$ cat config.mk
export PLATFORM = sky130hd
export DESIGN_NAME = card_host_pins
export DESIGN_NICKNAME = d
export VERILOG_FILES = /design/src/card_pins_pkg.sv /design/src/pin_sync.sv /design/src/card_host_pins.sv
export VERILOG_INCLUDE_DIRS = /design/src
export SDC_FILE = /design/constraint.sdc
export NUM_CORES = 1
export LEC_CHECK = 0
export ABC_AREA = 1
export ABC_CLOCK_PERIOD_IN_PS = 900
export BUFFER_PORTS_ARGS = -buffer_cell sky130_fd_sc_hd__buf_4
export CAP_MARGIN = 20
export CORE_MARGIN = 2
export CORE_UTILIZATION = 46
export CTS_CLUSTER_SIZE = 16
export DETAILED_ROUTE_END_ITERATION = 10
export MAX_ROUTING_LAYER = met4
export PLACE_DENSITY = 0.77
export SETUP_SLACK_MARGIN = 0.4
export SLEW_MARGIN = 5
export SYNTH_ARGS = -nofsm -noshare
export SYNTH_HDL_FRONTEND = slang
export SYNTH_SLANG_ARGS = --single-unit
$ cat constraint.sdc
create_clock -name mclk -period 0.9 [get_ports mclk]
set_input_delay 0.135 -clock mclk [delete_from_list [all_inputs] [get_ports mclk]]
set_output_delay 0.135 -clock mclk [all_outputs]
set_load 0.02 [all_outputs]
$ cat src/card_pins_cfg.svh
// Purpose: constants for the card host pin function logic
// Assumes: included by its bare name
// Notes: offsets and positions shared by package users and the top module
`ifndef CARD_PINS_CFG_SVH
`define CARD_PINS_CFG_SVH

`define CFG_ADDR_W 11
`define CFG_SYNC_W 20
`define CFG_SETTLE_EDGES 2'h2
`define CFG_ATTR_CONFIG_BIT 9
`define CFG_IDE_INDEX_W 3
`define CFG_IDE_DATA_INDEX 3'h0
`define CFG_IDE_CTRL_INDEX 3'h6
`define CFG_MODE_MEMORY 2'h0
`define CFG_MODE_IO 2'h1
`define CFG_MODE_IDE 2'h3

`endif

$ cat src/card_pins_pkg.sv
// Purpose: types for the card host pin function logic
// Assumes: card_pins_cfg.svh supplies the encodings
// Notes: mode enum is gray along memory, io, ide
`include "card_pins_cfg.svh"

package card_pins_pkg;

    typedef enum logic [1:0] {
        MODE_MEMORY = `CFG_MODE_MEMORY,
        MODE_IO = `CFG_MODE_IO,
        MODE_IDE = `CFG_MODE_IDE
    } op_mode_t;

    typedef struct packed {
        logic [`CFG_SYNC_W-1:0] first;
        logic [`CFG_SYNC_W-1:0] second;
    } sync_state_t;

endpackage

$ cat src/pin_sync.sv
// Purpose: two flip-flop synchroniser for all host pin inputs
// Assumes: pins are asynchronous to mclk
// Notes: only the second stage is visible outside
`timescale 1ns/1ns
`include "card_pins_cfg.svh"

module pin_sync
    import card_pins_pkg::*;
(
    input wire logic mclk,
    input wire logic reset,
    input wire logic [`CFG_SYNC_W-1:0] pins,
    output logic [`CFG_SYNC_W-1:0] pins_sync
);

    sync_state_t s_q;
    sync_state_t s_d;

    always_comb begin
        s_d.first = pins;
        s_d.second = s_q.first;
    end

    // idle level is all ones, matching inactive low-true pins
    always_ff @(posedge mclk) begin
        if (reset) begin
            s_q <= '1;
        end else begin
            s_q <= s_d;
        end
    end

    assign pins_sync = s_q.second;

endmodule

$ cat src/card_host_pins.sv
// Purpose: mode dependent pin functions of a removable flash card host connector
// Assumes: 10 MHz mclk, synchronous active high reset from the card reset pin
// Notes: open-drain pins are out/oe pairs, oe high while driving low
`timescale 1ns/1ns
`include "card_pins_cfg.svh"

// Notes on behaviour
// - in both pc card modes the eleven address lines plus attribute select pick memory register, info structure or config registers; the io port only in io mode.
// - in true ide mode only the three low address bits pick one of eight task file registers and higher bits are ignored.
// - in memory mode the first battery detect output is held high.
// - in memory mode the second battery detect output is held high.
// - in io mode while the io interface is configured, status changed goes low to flag a ready or write protect change.
// - status changed is enabled or suppressed by the config and status register setting.
// - in io mode the audio output is held negated since binary audio is unsupported.
// - both card detect pins are ground in every mode.
// - in true ide mode the pass diagnostic pin is a two-way master/slave handshake signal.
// - in true ide mode the drive active/slave present pin is a two-way master/slave handshake signal.
// - in true ide mode the card is master when drive select is grounded and slave when it is open.
// - in true ide mode the first chip select enables the task file and the second the alternate status and device control.
// - in true ide mode task file accesses are bytes on the low lane and data transfers are 16-bit words.
module card_host_pins
    import card_pins_pkg::*;
(
    input wire logic mclk,
    input wire logic reset,
    input wire logic [`CFG_ADDR_W-1:0] host_address_lines,
    input wire logic attribute_select_n,
    input wire logic io_strobe_n,
    input wire logic task_file_select_n,
    input wire logic control_block_select_n,
    input wire logic drive_role_select_n,
    input wire logic ide_strap_n,
    input wire logic io_strap,
    input wire logic pass_diagnostic_n_in,
    input wire logic drive_active_present_n_in,
    input wire logic io_configured,
    input wire logic status_change_enable,
    input wire logic ready_changed,
    input wire logic write_protect_changed,
    input wire logic status_ack,
    input wire logic diag_passed,
    input wire logic drive_busy,
    output logic mode_valid,
    output op_mode_t op_mode,
    output logic drive_is_master,
    output logic pc_io_port_sel,
    output logic pc_mem_reg_sel,
    output logic pc_cis_sel,
    output logic pc_config_sel,
    output logic [`CFG_ADDR_W-1:0] pc_reg_offset,
    output logic ide_tf_sel,
    output logic ide_ctrl_sel,
    output logic [`CFG_IDE_INDEX_W-1:0] ide_reg_index,
    output logic ide_word_access,
    output logic slave_present,
    output logic slave_diag_ok,
    output logic pin45_out,
    output logic pin45_oe,
    output logic pin46_out,
    output logic pin46_oe,
    output logic card_detect_first_n,
    output logic card_detect_second_n
);

    typedef struct packed {
        logic latched;
        logic [1:0] settle;
        op_mode_t mode;
        logic master;
        logic stat_pend;
        logic announce;
        logic io_sel;
        logic mem_sel;
        logic cis_sel;
        logic cfg_sel;
        logic [`CFG_ADDR_W-1:0] offset;
        logic tf_sel;
        logic ctrl_sel;
        logic [`CFG_IDE_INDEX_W-1:0] index;
        logic word;
        logic present;
        logic diag_ok;
        logic p45_out;
        logic p45_oe;
        logic p46_out;
        logic p46_oe;
    } pins_state_t;

    pins_state_t s_q;
    pins_state_t s_d;
    logic [`CFG_SYNC_W-1:0] raw;
    logic [`CFG_SYNC_W-1:0] syn;

    assign raw = {host_address_lines, attribute_select_n, io_strobe_n, task_file_select_n,
                  control_block_select_n, drive_role_select_n, ide_strap_n, io_strap,
                  pass_diagnostic_n_in, drive_active_present_n_in};

    pin_sync u_sync (
        .mclk(mclk),
        .reset(reset),
        .pins(raw),
        .pins_sync(syn)
    );

    logic [`CFG_ADDR_W-1:0] addr_s;
    logic attr_n_s;
    logic io_strb_n_s;
    logic cs0_n_s;
    logic cs1_n_s;
    logic role_n_s;
    logic ide_strap_n_s;
    logic io_strap_s;
    logic pass_diagnostic_n_n_s;
    logic drive_active_present_n_n_s;

    assign {addr_s, attr_n_s, io_strb_n_s, cs0_n_s, cs1_n_s, role_n_s, ide_strap_n_s,
            io_strap_s, pass_diagnostic_n_n_s, drive_active_present_n_n_s} = syn;

    logic is_ide;
    logic is_io;
    logic is_mem;
    logic io_cycle;

    assign is_ide = s_q.latched && (s_q.mode == MODE_IDE);
    assign is_io = s_q.latched && (s_q.mode == MODE_IO);
    assign is_mem = s_q.latched && (s_q.mode == MODE_MEMORY);
    assign io_cycle = is_io && !io_strb_n_s && !attr_n_s;

    always_comb begin
        s_d = s_q;
        // straps are taken once after release; later pin motion cannot re-map pins
        // the synchroniser leaves reset full of ones, so wait until real pin levels arrive
        if (!s_q.latched) begin
            if (s_q.settle != `CFG_SETTLE_EDGES) begin
                s_d.settle = s_q.settle + 2'h1;
            end else begin
                s_d.latched = 1'b1;
                if (!ide_strap_n_s) begin
                    s_d.mode = MODE_IDE;
                end else if (io_strap_s) begin
                    s_d.mode = MODE_IO;
                end else begin
                    s_d.mode = MODE_MEMORY;
                end
                s_d.master = !role_n_s;
                s_d.announce = role_n_s;
            end
        end
        // pc card decode on full address and attribute select
        s_d.io_sel = io_cycle;
        s_d.mem_sel = (is_mem || is_io) && attr_n_s;
        s_d.cis_sel = (is_mem || is_io) && !attr_n_s && !io_cycle
                      && !addr_s[`CFG_ATTR_CONFIG_BIT];
        s_d.cfg_sel = (is_mem || is_io) && !attr_n_s && !io_cycle
                      && addr_s[`CFG_ATTR_CONFIG_BIT];
        s_d.offset = (is_ide) ? '0 : addr_s;
        // upper address bits never reach the ide decode
        s_d.index = is_ide ? addr_s[`CFG_IDE_INDEX_W-1:0] : '0;
        s_d.tf_sel = is_ide && !cs0_n_s;
        s_d.ctrl_sel = is_ide && !cs1_n_s
                       && (addr_s[`CFG_IDE_INDEX_W-1:0] == `CFG_IDE_CTRL_INDEX);
        s_d.word = is_ide && !cs0_n_s
                   && (addr_s[`CFG_IDE_INDEX_W-1:0] == `CFG_IDE_DATA_INDEX);
        // set wins over the acknowledge so a change in the ack cycle is kept
        if (ready_changed || write_protect_changed) begin
            s_d.stat_pend = 1'b1;
        end else if (status_ack) begin
            s_d.stat_pend = 1'b0;
        end
        if (s_q.latched && diag_passed) begin
            s_d.announce = 1'b0;
        end
        s_d.present = is_ide && s_q.master && !drive_active_present_n_n_s;
        s_d.diag_ok = is_ide && s_q.master && !pass_diagnostic_n_n_s;
        s_d.p45_out = 1'b1;
        s_d.p45_oe = 1'b0;
        s_d.p46_out = 1'b1;
        s_d.p46_oe = 1'b0;
        case (s_q.mode)
            MODE_MEMORY: begin
                s_d.p46_oe = s_q.latched;
                s_d.p45_oe = s_q.latched;
            end
            MODE_IO: begin
                s_d.p45_oe = s_q.latched;
                s_d.p46_oe = s_q.latched;
                s_d.p46_out = !(io_configured && status_change_enable
                                && s_q.stat_pend);
            end
            MODE_IDE: begin
                // open drain: only ever pulled low, the pull-up gives the high
                s_d.p45_out = 1'b0;
                s_d.p45_oe = s_q.latched && (drive_busy
                             || (!s_q.master && s_q.announce));
                s_d.p46_out = 1'b0;
                s_d.p46_oe = s_q.latched && !s_q.master && diag_passed;
            end
            default: begin
                s_d.p45_oe = 1'b0;
                s_d.p46_oe = 1'b0;
            end
        endcase
    end

    always_ff @(posedge mclk) begin
        if (reset) begin
            s_q <= '0;
            s_q.mode <= MODE_MEMORY;
            s_q.p45_out <= 1'b1;
            s_q.p46_out <= 1'b1;
        end else begin
            s_q <= s_d;
        end
    end

    assign mode_valid = s_q.latched;
    assign op_mode = s_q.mode;
    assign drive_is_master = s_q.master;
    assign pc_io_port_sel = s_q.io_sel;
    assign pc_mem_reg_sel = s_q.mem_sel;
    assign pc_cis_sel = s_q.cis_sel;
    assign pc_config_sel = s_q.cfg_sel;
    assign pc_reg_offset = s_q.offset;
    assign ide_tf_sel = s_q.tf_sel;
    assign ide_ctrl_sel = s_q.ctrl_sel;
    assign ide_reg_index = s_q.index;
    assign ide_word_access = s_q.word;
    assign slave_present = s_q.present;
    assign slave_diag_ok = s_q.diag_ok;
    assign pin45_out = s_q.p45_out;
    assign pin45_oe = s_q.p45_oe;
    assign pin46_out = s_q.p46_out;
    assign pin46_oe = s_q.p46_oe;
    // card detect is plain ground, so no state is needed
    assign card_detect_first_n = 1'b0;
    assign card_detect_second_n = 1'b0;

    a_mode_frozen: assert property (@(posedge mclk) disable iff (reset)
        mode_valid && $past(mode_valid) |-> $stable(op_mode) && $stable(drive_is_master))
        else $error("latched mode changed");
    a_mem_battery: assert property (@(posedge mclk) disable iff (reset)
        is_mem ##1 is_mem |-> pin46_oe && pin46_out && pin45_oe && pin45_out)
        else $error("battery detect not high in memory mode");
    a_io_audio: assert property (@(posedge mclk) disable iff (reset)
        is_io ##1 is_io |-> pin45_oe && pin45_out)
        else $error("audio line not negated");
    a_status_alert: assert property (@(posedge mclk) disable iff (reset)
        is_io && io_configured && status_change_enable && ready_changed
        ##1 (io_configured && status_change_enable) |=> !pin46_out)
        else $error("status change not flagged");
    a_status_mask: assert property (@(posedge mclk) disable iff (reset)
        is_io && !status_change_enable |=> pin46_out)
        else $error("status change not suppressed");
    a_tf_decode: assert property (@(posedge mclk) disable iff (reset)
        is_ide && !cs0_n_s |=> ide_tf_sel && ide_reg_index == $past(addr_s[2:0]))
        else $error("task file decode wrong");
    a_ide_word: assert property (@(posedge mclk) disable iff (reset)
        ide_word_access |-> ide_tf_sel && ide_reg_index == `CFG_IDE_DATA_INDEX)
        else $error("word access outside data register");
    a_pc_decode: assert property (@(posedge mclk) disable iff (reset)
        (is_mem || is_io) && !attr_n_s && !io_cycle |=>
        (pc_config_sel == $past(addr_s[`CFG_ATTR_CONFIG_BIT])) && (pc_cis_sel != pc_config_sel))
        else $error("attribute decode wrong");
    a_ide_od: assert property (@(posedge mclk) disable iff (reset)
        is_ide ##1 is_ide |-> !pin45_out && !pin46_out)
        else $error("handshake pin driven high");
    a_pc_quiet_ide: assert property (@(posedge mclk) disable iff (reset)
        is_ide ##1 is_ide |-> !pc_io_port_sel && !pc_mem_reg_sel && !pc_cis_sel)
        else $error("pc decode active in ide mode");

endmodule

==> run metrics, run 1 <==
max-cap violations=0; Final Hold Fails=12; Setup WS post-layout=-162 ps; critical-path maximum fanout=5; initial DRC count=56; Clock Tree Root=clkbuf_8; Met1 Routed Length=1.74 mm; Power Total=8.71 mW; DP Wirelength=2.61 mm; unrepaired setup endpoints after global routing=yes; final setup fails=60; hold_ws=-12.4 ps; Synth top area share=63.1%; fmax=0.941 GHz; die area=5760 um^2; Vias/cell=4.29; status=finished, violations left; Final Util=72.5%; layout cell share with drive strength beyond 1=70.2%; drt first pass iters=4; number of flops mapped to enable cells by yosys=0; Rows=26; number of global-route vias before repair=1631; Post-synth top cells=dfxtp_1 (75), or2_2 (38), nor2_1 (24), inv_1 (21), nand2_1 (20); Syn Inst Count=236; FILL cells=358; cell area after synthesis=2380 um^2; critical path data arrival time=1290 ps; via total after detailed routing=1640; hold path cells=2; met2 routed WL=2.51 mm; first-pass GRT wire length=7.04 mm; # IOs=62; skew final=8.78 ps; Placement Cell Area=3000 um^2; Inserted Diodes=0; gp weighted congestion=0.815; I/O Buffers=59; VDD IR-drop max=1870 uV; Tot GR Track Use=16.2%; Yosys reg bits=75; Worst-Skew Late Latency=330 ps; Synth area leader=dfxtp_1; HP Class=primary input to flip-flop; endpoint class of the critical path=flip-flop; met3 WL=175 um; nets=337; Final min period=1060 ps; WS Path Type=flip-flop to flip-flop; Post-synth ARST share=0%; # DRC=0; CTS tree=yes; PD cells=2380 nW/um^2; H-tree Lvls=3; max layer used=met4; max-slew violations=0; GR Overflow Total=0; clk slew on worst S/H paths=70 ps; initial antenna violation count=0; Unique masters post-synth=23; final instance area=3650 um^2; Die W=75.9 um; largest net degree at the start of global routing=23; part of the cycle the worst path needs=118%; Syn. warnings=0; Synth Flop Type=dfxtp_1; Initial Util=47.2%; CP Data Required Time=1130 ps; drt total wl=4.55 mm; leak pwr=1.67 nW; core area=5040 um^2; most common cell in the netlist=dfxtp_1; Antenna Nets Post-Route=0; Post-Syn Area per Cell=10.1 um^2; top post-synthesis cells by area=dfxtp_1 (63%), or2_2 (10%), buf_4 (5.7%); pre-CTS setup slack=-107 ps; Die Y-Extent=75.9 um; Worst setup SP type=flip-flop; failing checks=negative hold slack, negative setup slack; Register-to-Register Path Depth=6; drt wl/cell=11.9 um; CTS buffer count=9; Seq/Total Area, Yosys=63.1%; Clock Path Buffers=2; Syn-to-layout area delta=53.6%; clk sinks=75
timing repair:
action,in CTS,in global routing
pin swaps,5,7
setup buffers,6,5
endpoints found under the setup margin,86,86
resized for setup,65,37
gates cloned,1,0
endpoints found under the hold margin,20,20
registers in the layout (all words and copies together), names as in the netlist, 2 cells and up:
register          flops
u_sync.pins_sync     20
u_sync.s_d           20
pc_reg_offset        11
s_q                   4
ide_reg_index         3
op_mode               2
report_power, final:
| group | total [mW] | switching, mW | leakage, nW | internal, mW |
|---|---|---|---|---|
| registers | 3.76 | 0.149 | 0.629 | 3.61 |
| clock network | 2.97 | 1.15 | 0.119 | 1.81 |
| logic | 1.98 | 0.908 | 0.927 | 1.07 |
| total | 8.71 | 2.21 | 1.67 | 6.50 |
logic make-up after synthesis:
family          count (synthesis)  share of synthesized area (%)
simple gates                  100                           22.6
buf+inv                        47                           10.9
other cells                     1                          0.158
compound gates                 12                           2.68
fa+ha+maj                       1                          0.526
flops                          75                           63.1
final timing paths:
check | start | endpoint | slack, ps
max reg2reg | mode_valid | drive_is_master | -160
min | pass_diagnostic_n_in | u_sync.s_d[1] | -10
min reg2reg | u_sync.pins_sync[1] | slave_diag_ok | 400
max | mode_valid | drive_is_master | -160
layout make-up:
type | instances | area [um^2] | share of cell area, %
clock buffers | 13 | 170 | 4.66
clock inverters | 3 | 66.3 | 1.82
inverters | 24 | 100 | 2.74
multi-input cells | 116 | 887 | 24.3
flip-flops and latches | 75 | 1560 | 42.6
well taps | 70 | 87.6 | 2.40
repair buffers | 81 | 787 | 21.5
per-layer routing:
layer / vias to the layer above / GRT usage [%]
met5: - / -
met3: 11 / 3.69
li1: 841 / -
met1: 743 / 15.7
met2: 45 / 29.1
met4: 0 / 10.4
worst max-delay path: stages (launching register included):
cell	delay (ps)
dfxtp_4	360
buf_6	120
inv_6	40
buf_12	110
nand2_4	80
nand2_1	70
and3_4	170
placed cells by master (no fill, tap or decap), types with 6 or more instances in the layout:
cell type / synthesis / layout
nor2_4: 1 / 7
nand2_1: 20 / 12
or2_4: 0 / 37
buf_6: 2 / 41
inv_1: 21 / 15
dfxtp_2: 0 / 37
buf_4: 18 / 38
nor2_2: 1 / 6
dfxtp_1: 75 / 36
nor2_1: 24 / 13
clkbuf_8: 0 / 10
inv_2: 3 / 6
metrics by stage:
step	TNS (ps)	cells
floorplan	-166	237
global placement	-200	354
detailed placement	-472	354
CTS	-3350	377
global route	-6530	382
finish	-4070	382
(Power assumes the default switching activity.)
==> run 2, diff against run 1 <==
--- a/config.mk
+++ b/config.mk
@@ -6,7 +6,6 @@
 export SDC_FILE = /design/constraint.sdc
 export NUM_CORES = 1
 export LEC_CHECK = 0
-export ABC_AREA = 1
 export ABC_CLOCK_PERIOD_IN_PS = 900
 export BUFFER_PORTS_ARGS = -buffer_cell sky130_fd_sc_hd__buf_4
 export CAP_MARGIN = 20
==> run 2 against run 1 <==
Net effect: the run still ends with negative hold slack, negative setup slack left; final cell count is 10% lower; global-route usage is 0.44 points lower; flip-flop and latch count stayed put; hold slack better by 1.3 ps; cell area is 3.9% lower; register-to-register slack worse by 70 ps; largest cell class unchanged.
==> run metrics, run 2 <==
Antenna Nets Post-Route=0; via total after detailed routing=1485; die area=5670 um^2; Placement Cell Area=2950 um^2; gp weighted congestion=0.775; Seq/Total Area, Yosys=64.2%; initial antenna violation count=0; PD cells=2330 nW/um^2; status=finished, violations left; Tot GR Track Use=15.8%; hold_sp=attribute_select_n; worst reg2reg setup slack=-230 ps; skew final=5.92 ps; Post-synth top cells=dfxtp_1 (75), or2_2 (40), buf_4 (18), and2_1 (13), nor2_1 (12); Unique masters post-synth=34; cell area after synthesis=2340 um^2; Final min period=1130 ps; Clock Tree Root=clkbuf_8; number of flops mapped to enable cells by yosys=0; critical path data arrival time=1400 ps; Clock Path Buffers=2; drt first pass iters=4; pre-CTS setup slack=-179 ps; Rows=25; leak pwr=1.49 nW; drt wl/cell=12.5 um; hold path cells=2; Post-synth ARST share=0%; Synth area leader=dfxtp_1; clk slew on worst S/H paths=70 ps; Final Hold Fails=17; nets=300; Post-Syn Area per Cell=11.4 um^2; Die Y-Extent=75.3 um; most frequent cells in the layout=buf_6 (43), or2_4 (40), dfxtp_2 (38); Worst-Skew Late Latency=340 ps; Initial Util=48.5%; drt total wl=4.26 mm; Final Util=72.9%; # DRC=0; Worst R2R End=pc_cis_sel; final instance count without filler cells=342; Register-to-Register Path Depth=3; max-cap violations=0; VDD IR-drop max=1210 uV; number of global-route vias before repair=1364; H-tree Lvls=3; critical-path maximum fanout=5; Synth Flop Type=dfxtp_1; final setup fails=56; clk sinks=75; final setup TNS=-3960 ps; Worst setup SP type=flip-flop; Yosys reg bits=75; endpoint class of the critical path=flip-flop; GR Overflow Total=0; I/O Buffers=59; unrepaired setup endpoints after global routing=yes; Setup WS post-layout=-234 ps; Vias/cell=4.34; CP Data Required Time=1170 ps; Die W=75.3 um; first-pass GRT wire length=6.11 mm; hold_ws=-11.1 ps; HP Class=primary input to flip-flop; max-slew violations=0; commonest non-fill, non-tap cell in the layout=buf_6; WS Path Type=flip-flop to flip-flop; largest net degree at the start of global routing=36; Syn. warnings=0; Synth top area share=64.2%; CTS buffer count=9; Inserted Diodes=0; # IOs=62; failing checks=negative hold slack, negative setup slack; Syn-to-layout area delta=50.1%; Syn Inst Count=205; CTS tree=yes; initial DRC count=38; FILL cells=347; DP Wirelength=2.56 mm; fmax=0.882 GHz; placed cell count=318; part of the cycle the worst path needs=126%; core area=4820 um^2; most common cell in the netlist=dfxtp_1; Power Total=8.18 mW; layout cell share with drive strength beyond 1=74.5%; final instance area=3510 um^2; Worst R2R Start=mode_valid; top post-synthesis cells by area=dfxtp_1 (64%), or2_2 (11%), buf_4 (5.8%); worst hold endpoint=u_sync.s_d[8]
run 2: cell types whose count changed after synthesis, sizes merged, moves of 3 or more:
cell	previous run	this run
inv	24	4
nand2	22	2
nor2	26	12
and2	0	13
nor3	6	1
nand3	4	0
a31oi	0	3
o21ai	5	2
run 2: cells by family (layout without fill, tap and decap cells):
group / count (synthesis) / count (layout) / share of synthesized area, %
and+or+nand+nor: 84 / 84 / 22.5
DFF: 75 / 75 / 64.2
buffers and inverters: 29 / 98 / 7.92
AOI/OAI and AO/OA: 13 / 13 / 3.91
adders and majority gates: 1 / 1 / 0.535
other: 1 / 2 / 0.160
xor gates and xnor gates: 1 / 1 / 0.375
muxes: 1 / 1 / 0.428
run 2: how the worst max path moves through the flow:
stage                 endpoint  startpoint  slack, ps
floorplan           pc_cis_sel  op_mode[1]       -210
global placement    pc_cis_sel  mode_valid       -130
detailed placement  op_mode[0]     s_q[32]       -180
CTS                 pc_cis_sel  mode_valid       -190
global route        pc_cis_sel  mode_valid       -300
finish              pc_cis_sel  mode_valid       -230
run 2: metal layers:
layer,vias up,wire length (um),global-route usage [%]
met2,44,2200,24.2
met4,0,101,10.7
met1,670,1700,16.8
met5,-,0,-
met3,10,255,6.22
li1,761,-,-
run 2: power breakdown:
group / switching (mW) / leakage [nW] / total [mW] / internal [mW]
Sequential: 0.153 / 0.628 / 3.76 / 3.60
Clock: 1.12 / 0.109 / 2.65 / 1.53
Combinational: 0.754 / 0.756 / 1.77 / 1.02
Total: 2.03 / 1.49 / 8.18 / 6.15
run 2: layout make-up:
type	instances	area (um^2)	share of cell area, %
Clock buffer	13	170	4.85
Inverter	4	17.5	0.499
Multi-Input combinational cell	102	872	24.8
Sequential cell	75	1560	44.5
Tap cell	67	83.8	2.39
Clock inverter	3	43.8	1.25
Timing Repair Buffer	78	759	21.6
run 2: worst max-delay path, stage by stage, from the launching register on:
cell,delay (ps)
dfxtp_4,360
or3b_1,390
o21bai_4,200
nor3_2,110
run 2: timing repair:
| action | CTS | global route |
|---|---|---|
| setup buffers | 4 | 3 |
| setup endpoints to repair | 86 | 86 |
| gates resized for setup | 57 | 36 |
| pin swaps | 26 | 20 |
| cloned | 0 | 1 |
| hold endpoints to repair | 20 | 20 |
